===== config.mk =====
export PLATFORM = sky130hd
export DESIGN_NAME = eta_target_access
export DESIGN_NICKNAME = d
export VERILOG_FILES = /design/src/include/eta_pkg.sv /design/src/core/eta_target_access.sv /design/src/core/eta_delay.sv /design/src/core/eta_rdsel.sv
export SDC_FILE = /design/constraint.sdc
export NUM_CORES = 1
export LEC_CHECK = 0
export BUFFER_PORTS_ARGS = -buffer_cell sky130_fd_sc_hd__buf_4
export CAP_MARGIN = 20
export CORE_AREA = 4 4 229 231
export DETAILED_ROUTE_END_ITERATION = 6
export DIE_AREA = 0 0 233 235
export GPL_TIMING_DRIVEN = 0
export HOLD_SLACK_MARGIN = 0.02
export PLACE_DENSITY = 0.46
export SETUP_SLACK_MARGIN = 0.02
export SLEW_MARGIN = 20
export SYNTH_ARGS = -nofsm -noshare
export SYNTH_HDL_FRONTEND = slang
export SYNTH_SLANG_ARGS = --single-unit

===== constraint.sdc =====
create_clock -name sys_clk -period 4.1 [get_ports sys_clk]
set_clock_uncertainty 0.1 [all_clocks]
set_input_delay 1.23 -clock sys_clk [delete_from_list [all_inputs] [get_ports sys_clk]]
set_output_delay 1.23 -clock sys_clk [all_outputs]
set_load 0.1 [all_outputs]

===== src/include/eta_pkg.sv =====
// shared types and constants for the emulator target-access block
package eta_pkg;

  // reset actions
  typedef enum logic [2:0] {
    ETA_RST_RUN_HIGH,
    ETA_RST_HALT_HIGH,
    ETA_RST_RUN_LOW,
    ETA_RST_HALT_LOW,
    ETA_RST_SCAN_ONLY
  } eta_rst_mode_e;

  // data-write policies
  typedef enum logic [1:0] {
    ETA_DW_COPYBACK,
    ETA_DW_THRU,
    ETA_DW_BYPASS
  } eta_dwr_mode_e;

  // ------------------------------------------------------------------
  // constants
  // ------------------------------------------------------------------
  localparam logic [31:0] ETA_HIGH_VECTOR   = 32'h0fff_0100;
  localparam logic [31:0] ETA_LOW_VECTOR    = 32'h0000_0100;
  localparam int          ETA_CLK_MHZ       = 25;
  localparam int          ETA_DELAY_MAX_US  = 1000000;
  localparam int          ETA_CLK_PER_US    = ETA_CLK_MHZ;
  localparam int          ETA_RST_PULSE_NS  = 1000;
  localparam int          ETA_RST_PULSE_CYC = (ETA_RST_PULSE_NS * ETA_CLK_MHZ + 999) / 1000;
  localparam logic [2:0]  ETA_SIZE_8B       = 3'h4;
  localparam logic [2:0]  ETA_SIZE_4B       = 3'h3;
  localparam logic [19:0] ETA_RD_DELAY_RST  = 20'h0_0000;
  localparam logic [19:0] ETA_WR_DELAY_RST  = 20'h0_0000;

  // configuration that software sets through the config command
  typedef struct packed {
    eta_rst_mode_e rst_mode;
    logic [19:0]   rd_delay_us;
    logic [19:0]   wr_delay_us;
    logic          parity_on;
    logic          narrow_bus_select;
    logic          retry_on;
    logic          coherent_access_policy;
    eta_dwr_mode_e dwr_mode;
  } eta_cfg_s;

  // one debug memory request
  typedef struct packed {
    logic        write;
    logic        space_given;
    logic        data_space;
    logic        download;
    logic [2:0]  size;
    logic [31:0] addr;
    logic [63:0] wdata;
  } eta_req_s;

  // what the access engine tells the scan sequencer to do
  typedef struct packed {
    logic        to_phys;
    logic        to_icache;
    logic        to_dcache;
    logic        mark_dirty;
    logic        invalidate;
    logic        retry_hs;
    logic [2:0]  size;
    logic [7:0]  par;
  } eta_plan_s;

endpackage


===== src/core/eta_target_access.sv =====
// configurable debug target-access engine of the emulator
// Functional notes
// - default reset: run from high vector
// - halt-high reset: stop at high vector
// - run-low reset: run from low vector
// - halt-low reset: stop at low vector
// - scan-only reset; others also reset scan
// - stall reads by configured microseconds
// - stall writes by separate microsecond count
// - generate parity only when enabled
// - parity covers data lines, not address
// - narrow mode caps accesses at 4 bytes
// - retry handling only with a cache on
// - caches off: reads return physical memory
// - coherent read: cache hit wins
// - physical-only read bypasses both caches
// - decode valid encoded instruction cache entries
// - download writes memory, invalidates caches
// - unspecified write space means instruction space
// - data cache off: data write physical
// - copy-back write: hit updates cache dirty
//
// Strobed register access and the address map were decided locally.
`timescale 1ns/100ps
module eta_target_access (
  input  wire logic             sys_clk,
  input  wire logic             rst,
  input  wire logic [3:0]       cfg_addr,
  input  wire logic [31:0]      cfg_wdata,
  input  wire logic             cfg_wr,
  input  wire logic             cfg_rd,
  output logic      [31:0]      cfg_rdata,
  input  wire logic             req_valid,
  output logic                  req_ready,
  input  wire eta_pkg::eta_req_s req,
  output logic                  done,
  output logic      [63:0]      rdata,
  input  wire logic             instr_cache_on_bit,
  input  wire logic             data_cache_on_bit,
  input  wire logic             icache_hit,
  input  wire logic             dcache_hit,
  input  wire logic             icache_encoded,
  input  wire logic             insn_valid,
  input  wire logic [63:0]      icache_raw,
  input  wire logic [63:0]      icache_dec,
  input  wire logic [63:0]      dcache_data,
  input  wire logic [63:0]      phys_data,
  input  wire logic             scan_ack,
  input  wire logic             link_clk,
  output logic                  scan_go,
  output eta_pkg::eta_plan_s    plan,
  output logic [31:0]           addr_out,
  output logic                  core_rst,
  output logic                  scan_rst,
  output logic                  halt_req,
  output logic [31:0]           start_vector
);

  // ------------------------------------------------------------------
  // config command registers
  // ------------------------------------------------------------------
  localparam logic [3:0] A_RESET   = 4'h0;
  localparam logic [3:0] A_RDDEL   = 4'h1;
  localparam logic [3:0] A_WRDEL   = 4'h2;
  localparam logic [3:0] A_MODE    = 4'h3;
  localparam logic [3:0] A_STATUS  = 4'h4;
  localparam logic [3:0] A_RST_CMD = 4'h5;

  eta_pkg::eta_cfg_s cfg_q;
  logic              rst_go;

  // values above the largest legal delay saturate
  function automatic logic [19:0] clip_us(input logic [31:0] v);
    clip_us = (v > 32'(eta_pkg::ETA_DELAY_MAX_US)) ? 20'(eta_pkg::ETA_DELAY_MAX_US) : v[19:0];
  endfunction

  always_ff @(posedge sys_clk) begin
    if (rst) begin
      cfg_q.rst_mode               <= eta_pkg::ETA_RST_RUN_HIGH;
      cfg_q.rd_delay_us            <= eta_pkg::ETA_RD_DELAY_RST;
      cfg_q.wr_delay_us            <= eta_pkg::ETA_WR_DELAY_RST;
      cfg_q.parity_on              <= 1'b0;
      cfg_q.narrow_bus_select      <= 1'b0;
      cfg_q.retry_on               <= 1'b0;
      cfg_q.coherent_access_policy <= 1'b1;
      cfg_q.dwr_mode               <= eta_pkg::ETA_DW_COPYBACK;
    end else if (cfg_wr) begin
      case (cfg_addr)
        A_RESET: begin
          if (cfg_wdata[2:0] <= 3'h4) begin
            cfg_q.rst_mode <= eta_pkg::eta_rst_mode_e'(cfg_wdata[2:0]);
          end
        end
        A_RDDEL: cfg_q.rd_delay_us <= clip_us(cfg_wdata);
        A_WRDEL: cfg_q.wr_delay_us <= clip_us(cfg_wdata);
        A_MODE: begin
          cfg_q.parity_on              <= cfg_wdata[0];
          cfg_q.narrow_bus_select      <= cfg_wdata[1];
          cfg_q.retry_on               <= cfg_wdata[2];
          cfg_q.coherent_access_policy <= cfg_wdata[3];
          if (cfg_wdata[5:4] != 2'h3) begin
            cfg_q.dwr_mode <= eta_pkg::eta_dwr_mode_e'(cfg_wdata[5:4]);
          end
        end
        default: ;
      endcase
    end
  end

  assign rst_go = cfg_wr && (cfg_addr == A_RST_CMD);

  // ------------------------------------------------------------------
  // link clock sampling
  // ------------------------------------------------------------------
  logic lclk_m_q;
  logic lclk_s_q;
  logic lclk_p_q;
  logic lclk_rise;
  logic ack_m_q;
  logic ack_s_q;

  always_ff @(posedge sys_clk) begin
    if (rst) begin
      lclk_m_q <= 1'b0;
      lclk_s_q <= 1'b0;
      lclk_p_q <= 1'b0;
      ack_m_q  <= 1'b0;
      ack_s_q  <= 1'b0;
    end else begin
      lclk_m_q <= link_clk;
      lclk_s_q <= lclk_m_q;
      lclk_p_q <= lclk_s_q;
      ack_m_q  <= scan_ack;
      ack_s_q  <= ack_m_q;
    end
  end

  // the target side only moves on its own clock edges
  assign lclk_rise = lclk_s_q && !lclk_p_q;

  // ------------------------------------------------------------------
  // access planning
  // ------------------------------------------------------------------
  logic              any_cache;
  logic              is_data;
  eta_pkg::eta_plan_s plan_d;

  assign any_cache = instr_cache_on_bit || data_cache_on_bit;
  assign is_data   = req.space_given && req.data_space;

  function automatic logic [7:0] lane_parity(input logic [63:0] d);
    for (int i = 0; i < 8; i++) begin
      lane_parity[i] = ~^d[8*i +: 8];
    end
  endfunction

  always_comb begin
    plan_d          = '0;
    plan_d.retry_hs = cfg_q.retry_on && any_cache;
    plan_d.size     = (cfg_q.narrow_bus_select && req.size > eta_pkg::ETA_SIZE_4B) ?
                      eta_pkg::ETA_SIZE_4B : req.size;
    if (req.write) begin
      // data lines only; address lines never get parity
      plan_d.par = cfg_q.parity_on ? lane_parity(req.wdata) : 8'h00;
      if (req.download) begin
        plan_d.to_phys    = 1'b1;
        plan_d.invalidate = 1'b1;
      end else if (is_data) begin
        if (!data_cache_on_bit) begin
          plan_d.to_phys = 1'b1;
        end else begin
          case (cfg_q.dwr_mode)
            eta_pkg::ETA_DW_COPYBACK: begin
              plan_d.to_dcache  = dcache_hit;
              plan_d.mark_dirty = dcache_hit;
              plan_d.to_phys    = !dcache_hit;
            end
            eta_pkg::ETA_DW_THRU: begin
              plan_d.to_dcache = dcache_hit;
              plan_d.to_phys   = 1'b1;
            end
            default: plan_d.to_phys = 1'b1;
          endcase
        end
      end else begin
        // instruction space: update whichever cache holds the line
        plan_d.to_phys   = 1'b1;
        plan_d.to_icache = instr_cache_on_bit && icache_hit;
        plan_d.to_dcache = data_cache_on_bit && dcache_hit;
      end
    end else begin
      plan_d.par = cfg_q.parity_on ? 8'hff : 8'h00;
      if (!any_cache || !cfg_q.coherent_access_policy) begin
        plan_d.to_phys = 1'b1;
      end else if (instr_cache_on_bit && icache_hit) begin
        plan_d.to_icache = 1'b1;
      end else if (data_cache_on_bit && dcache_hit) begin
        plan_d.to_dcache = 1'b1;
      end else begin
        plan_d.to_phys = 1'b1;
      end
    end
  end

  // ------------------------------------------------------------------
  // access sequencer
  // ------------------------------------------------------------------
  typedef enum logic [2:0] {
    S_IDLE,
    S_SCAN,
    S_WAIT_ACK,
    S_STALL,
    S_RST_PULSE,
    S_RST_HOLD
  } eta_state_e;

  eta_state_e  state_q;
  logic        stall_start;
  logic        stall_busy;
  logic        rd_load;
  logic        is_wr_q;
  logic [5:0]  rst_cnt_q;

  assign req_ready   = (state_q == S_IDLE) && !rst_go;
  assign stall_start = (state_q == S_WAIT_ACK) && ack_s_q;
  assign rd_load     = stall_start && !is_wr_q;

  always_ff @(posedge sys_clk) begin
    if (rst) begin
      state_q   <= S_IDLE;
      plan      <= '0;
      addr_out  <= 32'h0000_0000;
      is_wr_q   <= 1'b0;
      scan_go   <= 1'b0;
      done      <= 1'b0;
      rst_cnt_q <= 6'h00;
    end else begin
      done <= 1'b0;
      case (state_q)
        S_IDLE: begin
          if (rst_go) begin
            rst_cnt_q <= 6'(eta_pkg::ETA_RST_PULSE_CYC);
            state_q   <= S_RST_PULSE;
          end else if (req_valid) begin
            plan     <= plan_d;
            addr_out <= req.addr;
            is_wr_q  <= req.write;
            state_q  <= S_SCAN;
          end
        end
        S_SCAN: begin
          if (lclk_rise) begin
            scan_go <= 1'b1;
            state_q <= S_WAIT_ACK;
          end
        end
        S_WAIT_ACK: begin
          if (ack_s_q) begin
            scan_go <= 1'b0;
            state_q <= S_STALL;
          end
        end
        S_STALL: begin
          // the timer needs one cycle to load before busy is valid
          if (!stall_busy && !ack_s_q) begin
            done    <= 1'b1;
            state_q <= S_IDLE;
          end
        end
        S_RST_PULSE: begin
          if (rst_cnt_q == 6'h00) begin
            state_q <= S_RST_HOLD;
          end else begin
            rst_cnt_q <= rst_cnt_q - 6'h01;
          end
        end
        S_RST_HOLD: state_q <= S_IDLE;
        default: state_q <= S_IDLE;
      endcase
    end
  end

  eta_delay u_delay (
    .sys_clk  (sys_clk),
    .rst      (rst),
    .start    (stall_start),
    .delay_us (is_wr_q ? cfg_q.wr_delay_us : cfg_q.rd_delay_us),
    .busy     (stall_busy)
  );

  eta_rdsel u_rdsel (
    .sys_clk        (sys_clk),
    .rst            (rst),
    .load           (rd_load),
    .from_icache    (plan.to_icache),
    .from_dcache    (plan.to_dcache),
    .icache_encoded (icache_encoded),
    .insn_valid     (insn_valid),
    .icache_raw     (icache_raw),
    .icache_dec     (icache_dec),
    .dcache_data    (dcache_data),
    .phys_data      (phys_data),
    .narrow         (cfg_q.narrow_bus_select),
    .rdata          (rdata)
  );

  // ------------------------------------------------------------------
  // target reset control
  // ------------------------------------------------------------------
  always_ff @(posedge sys_clk) begin
    if (rst) begin
      core_rst     <= 1'b0;
      scan_rst     <= 1'b0;
      halt_req     <= 1'b0;
      start_vector <= eta_pkg::ETA_HIGH_VECTOR;
    end else if (state_q == S_RST_PULSE) begin
      scan_rst <= 1'b1;
      core_rst <= (cfg_q.rst_mode != eta_pkg::ETA_RST_SCAN_ONLY);
      case (cfg_q.rst_mode)
        eta_pkg::ETA_RST_RUN_HIGH: begin
          start_vector <= eta_pkg::ETA_HIGH_VECTOR;
          halt_req     <= 1'b0;
        end
        eta_pkg::ETA_RST_HALT_HIGH: begin
          start_vector <= eta_pkg::ETA_HIGH_VECTOR;
          halt_req     <= 1'b1;
        end
        eta_pkg::ETA_RST_RUN_LOW: begin
          start_vector <= eta_pkg::ETA_LOW_VECTOR;
          halt_req     <= 1'b0;
        end
        eta_pkg::ETA_RST_HALT_LOW: begin
          start_vector <= eta_pkg::ETA_LOW_VECTOR;
          halt_req     <= 1'b1;
        end
        default: ;
      endcase
    end else begin
      core_rst <= 1'b0;
      scan_rst <= 1'b0;
    end
  end

  // ------------------------------------------------------------------
  // config read-back
  // ------------------------------------------------------------------
  always_ff @(posedge sys_clk) begin
    if (rst || !cfg_rd) begin
      cfg_rdata <= 32'h0000_0000;
    end else begin
      case (cfg_addr)
        A_RESET:  cfg_rdata <= {29'h0, cfg_q.rst_mode};
        A_RDDEL:  cfg_rdata <= {12'h000, cfg_q.rd_delay_us};
        A_WRDEL:  cfg_rdata <= {12'h000, cfg_q.wr_delay_us};
        A_MODE:   cfg_rdata <= {26'h0, cfg_q.dwr_mode, cfg_q.coherent_access_policy,
                                cfg_q.retry_on, cfg_q.narrow_bus_select, cfg_q.parity_on};
        A_STATUS: cfg_rdata <= {26'h0, halt_req, core_rst, scan_rst, state_q};
        default:  cfg_rdata <= 32'h0000_0000;
      endcase
    end
  end

endmodule


===== src/core/eta_delay.sv =====
// microsecond stall timer for debug memory accesses
`timescale 1ns/100ps
module eta_delay (
  input  wire logic        sys_clk,
  input  wire logic        rst,
  input  wire logic        start,
  input  wire logic [19:0] delay_us,
  output logic             busy
);

  logic [19:0] us_q;
  logic [4:0]  sub_q;

  // ------------------------------------------------------------------
  // counter
  // ------------------------------------------------------------------
  always_ff @(posedge sys_clk) begin
    if (rst) begin
      us_q  <= 20'h0_0000;
      sub_q <= 5'h00;
    end else if (start) begin
      us_q  <= delay_us;
      sub_q <= 5'(eta_pkg::ETA_CLK_PER_US - 1);
    end else if (us_q != 20'h0_0000) begin
      if (sub_q == 5'h00) begin
        sub_q <= 5'(eta_pkg::ETA_CLK_PER_US - 1);
        us_q  <= us_q - 20'h0_0001;
      end else begin
        sub_q <= sub_q - 5'h01;
      end
    end
  end

  assign busy = (us_q != 20'h0_0000);

endmodule


===== src/core/eta_rdsel.sv =====
// read-data selection between cache copies and physical memory
`timescale 1ns/100ps
module eta_rdsel (
  input  wire logic        sys_clk,
  input  wire logic        rst,
  input  wire logic        load,
  input  wire logic        from_icache,
  input  wire logic        from_dcache,
  input  wire logic        icache_encoded,
  input  wire logic        insn_valid,
  input  wire logic [63:0] icache_raw,
  input  wire logic [63:0] icache_dec,
  input  wire logic [63:0] dcache_data,
  input  wire logic [63:0] phys_data,
  input  wire logic        narrow,
  output logic      [63:0] rdata
);

  logic [63:0] pick;

  always_comb begin
    if (from_icache) begin
      // decoded only where the word is a legal instruction
      pick = (icache_encoded && insn_valid) ? icache_dec : icache_raw;
    end else if (from_dcache) begin
      pick = dcache_data;
    end else begin
      pick = phys_data;
    end
    if (narrow) begin
      pick = {32'h0000_0000, pick[31:0]};
    end
  end

  always_ff @(posedge sys_clk) begin
    if (rst) begin
      rdata <= 64'h0;
    end else if (load) begin
      rdata <= pick;
    end
  end

endmodule


## Yosys cells after proc, flatten, opt, wreduce, memory -nomap -nowiden

Cells that the tools add are included.

- Register bits: 271
- Bits of input ports: 408
- Word-level logic and storage cells: 187

- Add/subtract/negate cells: 3
- Order comparisons: 3
- Equality and inequality tests: 22
- Muxes and demuxes: 55
- Bitwise operators: 3
- Reductions and logical operators: 65

Operator list:

| cell | count |
|---|---|
| 64-bit two-way mux | 4 |
| 20-bit two-way mux | 5 |
| 20-bit case mux with 5 select lines | 1 |
| 32-bit case mux with 2 select lines | 1 |
| 8-bit XNOR reduction | 8 |
| 32-bit by 20-bit > comparator with 1-bit output, second input constant | 1 |
| 3-bit two-way mux | 9 |
| 8-bit two-way mux | 3 |
| 1-bit two-way mux | 20 |
| 20-bit nonzero test | 1 |
| 20-bit by 1-bit subtractor with 20-bit output, second input constant | 1 |
| 2-bit OR reduction | 8 |
| 5-bit two-way mux | 3 |
| 3-bit case mux with 5 select lines | 1 |
| 3-bit AND reduction | 5 |
| 2-bit inequality test, second input constant | 7 |
| 3-bit by 2-bit equality test with 1-bit output, second input constant | 4 |
| 1-bit logical AND | 12 |
| 6-bit two-way mux | 2 |
| 6-bit case mux with 2 select lines | 1 |
| 2-bit AND reduction | 6 |
| 2-bit nonzero test | 6 |
| 1-bit logical NOT | 9 |
| 4-bit by 2-bit equality test with 1-bit output, second input constant | 2 |
| other kinds (20) | 31 |

## Logic depth before layout (Yosys ltp)

- Depth after elaboration: 7
- Mapped depth: 8

## Hierarchy

A second synthesis with hierarchy kept.

- Cells, all modules: 1298
- Area, all modules: 12047.8 µm²

By module, submodules not included:

| module | times used | cells each | area an instance (µm²) | seq. area each (µm²) |
|---|---|---|---|---|
| eta_target_access | 1 | 734 | 6573.8 | 2782.7 |
| eta_rdsel | 1 | 395 | 4053.9 | 1281.2 |
| eta_delay | 1 | 169 | 1420.1 | 500.5 |

## Least setup slack after synthesis

No wires, ideal clock.

- Path kind: input to output
- Start: input port cfg_wr
- End: output port req_ready
- Arrival: 2.880 ns
- Slack: -0.110 ns
- Stages: 4
- Buffers on the path: 1
- Cell sequence: clkbuf_1 inv_1 nor2_1 nor2_1

- Longest elaborated chain between the ends: 3

RTL lines:

| element | RTL line | source |
|---|---|---|
| start, declared | eta_target_access.sv:30 | `input wire logic cfg_wr,` |
| 1-bit logical AND | eta_target_access.sv:110 | `assign rst_go = cfg_wr && (cfg_addr == A_RST_CMD);` |
| 1-bit logical NOT | eta_target_access.sv:224 | `assign req_ready = (state_q == S_IDLE) && !rst_go;` |
| 1-bit logical AND | eta_target_access.sv:224 |  |
| end, declared | eta_target_access.sv:34 | `output logic req_ready,` |

No other way between the ends.

## Final worst setup path

Ends and elaborated chain as after synthesis.

==> impl_metrics.tcl <==
set metrics [dict create \
    status "finished clean" \
    ys_ff_latch 228 \
    cts_resized 0 \
    hpwl_um 52590 \
    ys_seq_area_share_pct 38.76 \
    hold_depth 1 \
    drt-met1-wl_um 25030 \
    drt_iter0_markers 822 \
    layoutNonFillerInstCount 2721 \
    slew_headroom_pct 37.91 \
    post_cts_buffers 0 \
    grt_setup_unrepaired "no" \
    ios 591 \
    yosys.cell_types.count 64 \
    gp_congestion 0.8713 \
    cts_root_buf "clkbuf_16" \
    holdBufCountCts 0 \
    top_layer "met5" \
    maxCapViolCount 0 \
    arrival_ns 2.54 \
    regArea_um2 4564 \
    ys.flop_type "dfxtp_1" \
    clock-sinks 228 \
    cts_max_level 1 \
    min_path_type "register to register" \
    synth_top_cell_by_area "dfxtp_1" \
    clock_latency_ns 0.56 \
    via_per_inst 4.862 \
    yosys-top-cells-area "dfxtp_1 39%, a21oi_1 5.5%, a211oi_1 4.7%" \
    multi_input_area_um2 6513 \
    wl_um 63800 \
    start_util_pct 23.52 \
    final-max-slew-violation-count 0 \
    powerDensity_nw_per_um2 463.3 \
    placed_cells 2662 \
    coreArea_um2 50070 \
    yosysWarnings 0 \
    final.period_utilization_pct 94.42 \
    period_minus_slack_ns 3.871 \
    antenna_left 0 \
    leakagePower_uw 0.007614 \
    nNetsFinal 2434 \
    cp-end-kind "output pin" \
    synth-edff-count 0 \
    pre_cts_slack_ns -0.02480 \
    grt_pass1_wl_um 90120 \
    setup_viol 0 \
    yosysMostFrequentCell "dfxtp_1" \
    drcViolationCount 0 \
    reg2reg_from "state_q[1]" \
    cts_buffers 29 \
    tightest_slew_ns 0.9314 \
    cp-start-kind "input port" \
    num_vias 13230 \
    clockBufferDepth 3 \
    clk_pin_slew_ns 0.05 \
    cp-startpoint "cfg_wr" \
    worst_slack_ns 0.2289 \
    port_buffers 554 \
    die_x_um 233 \
    wl_met2_um 32470 \
    routedWlPerCell_um 23.45 \
    drive_gt1_share_pct 34.08 \
    synth_top_cell_area_share_pct 38.76 \
    reg2regPathDepth 8 \
    fmax_mhz 258.3 \
    cts_tree "done" \
    die-area_um2 54760 \
    area_growth_pct 52.31 \
    required_ns 2.77 \
    netlist_area_um2 11780 \
    placementRows 82 \
    die_y_um 235 \
    dr_wl_met3_um 4583 \
    yosys-top-cells-count "228 x dfxtp_1, 138 x nand2_1, 130 x a21oi_1" \
    grtUsageTotal_pct 21.91 \
    hold_viol_final 0 \
    fill_cells 5383 \
    dr.pass1.iters 6 \
    crit_type "input port to output pin" \
    ir_drop_uv 339.7 \
    grt_pass1_vias 13230 \
    setup_tns_ns 0 \
    cp_max_fo 10 \
    antenna_found_initial 12 \
    avgSynthCellArea_um2 8.376 \
    gr-total-overflow 0 \
    syn_inst 1406 \
    grt_max_degree 15 \
    async_flop_share_pct 0 \
    hp-start "ack_m_q" \
]
## placed cells by master (no fill, tap or decap), types with 15 or more instances in the layout
cell type  count
a211oi_1      74
a21oi_1      130
a22o_1        26
a22oi_1       53
a311oi_1      34
a31oi_1       15
buf_4        599
clkbuf_1     114
clkbuf_16     29
conb_1        32
dfxtp_1      228
mux2_2        18
mux2i_1       38
nand2_1      138
nand3_1       43
nor2_1       112
nor2b_1       72
nor3_1        18
o21ai_0       28
o221a_2       15
xnor2_1       49
xor2_1        18
## logic make-up after synthesis
logic type	Yosys count	synth area share [%]
DFF	228	38.76
buffers and inverters	174	7.065
xor gates and xnor gates	67	4.983
adders and majority gates	5	0.5312
muxes	57	5.047
other	2	0.06377
AOI/OAI and AO/OA	415	24.52
and+or+nand+nor	458	19.03
## worst max-delay path, cell delays in order
cell and delay [ns]:
clkbuf_1 0.42, inv_1 0.19, nor2_1 0.35, nor2_2 0.11
buf_4 0.25
## through the flow
step / total power (uW) / util [%] / hold WS (ns) / area [um2]
floorplan: 4638 / - / 0.3138 / 11890
global placement: 5594 / 33.74 / 0.3386 / 16890
detailed placement: 5620 / 33.77 / 0.3374 / 16910
CTS: 8365 / 35.79 / 0.3516 / 17920
global route: 8700 / 35.81 / 0.3648 / 17930
finish: 8310 / 35.82 / 0.3466 / 17940
## sequential cells by signal (all words and copies together), names as in the netlist, 3 cells and up
| register | cells |
|---|---|
| u_rdsel.rdata | 64 |
| addr_out | 32 |
| plan | 17 |
| u_delay.sub_q | 5 |
| cfg_q | 49 |
| cfg_rdata | 20 |
| u_delay.us_q | 20 |
| rst_cnt_q | 6 |
| state_q | 3 |
## routing by layer
metal / global-route usage [%] / vias up
li1: - / 6297
met1: 25.70 / 6382
met2: 38.97 / 463
met3: 5.766 / 82
met4: 6.502 / 6
met5: 0 / -
## worst paths after layout
check,endpoint,slack [ns]
min reg2reg,ack_s_q,0.35
min,ack_s_q,0.35
max reg2reg,u_rdsel.rdata[43],0.94
max,req_ready,0.23
## power breakdown
group | total [uW] | switching, uW | internal, uW
clock | 2710 | 1050 | 1660
combinational | 3050 | 2000 | 1050
sequential | 2550 | 151 | 2400
## layout make-up
cell class / instances / share of cell area (%)
repair buffers: 554 / 23.19
diodes: 7 / 0.09766
well taps: 672 / 4.688
flip-flops and latches: 228 / 25.45
clock inverters: 8 / 0.7115
plain buffers: 163 / 4.409
inverters: 11 / 0.2302
clock buffers: 44 / 4.918
multi-input cells: 1034 / 36.31
Note: power is estimated with default switching activity, not from simulation.
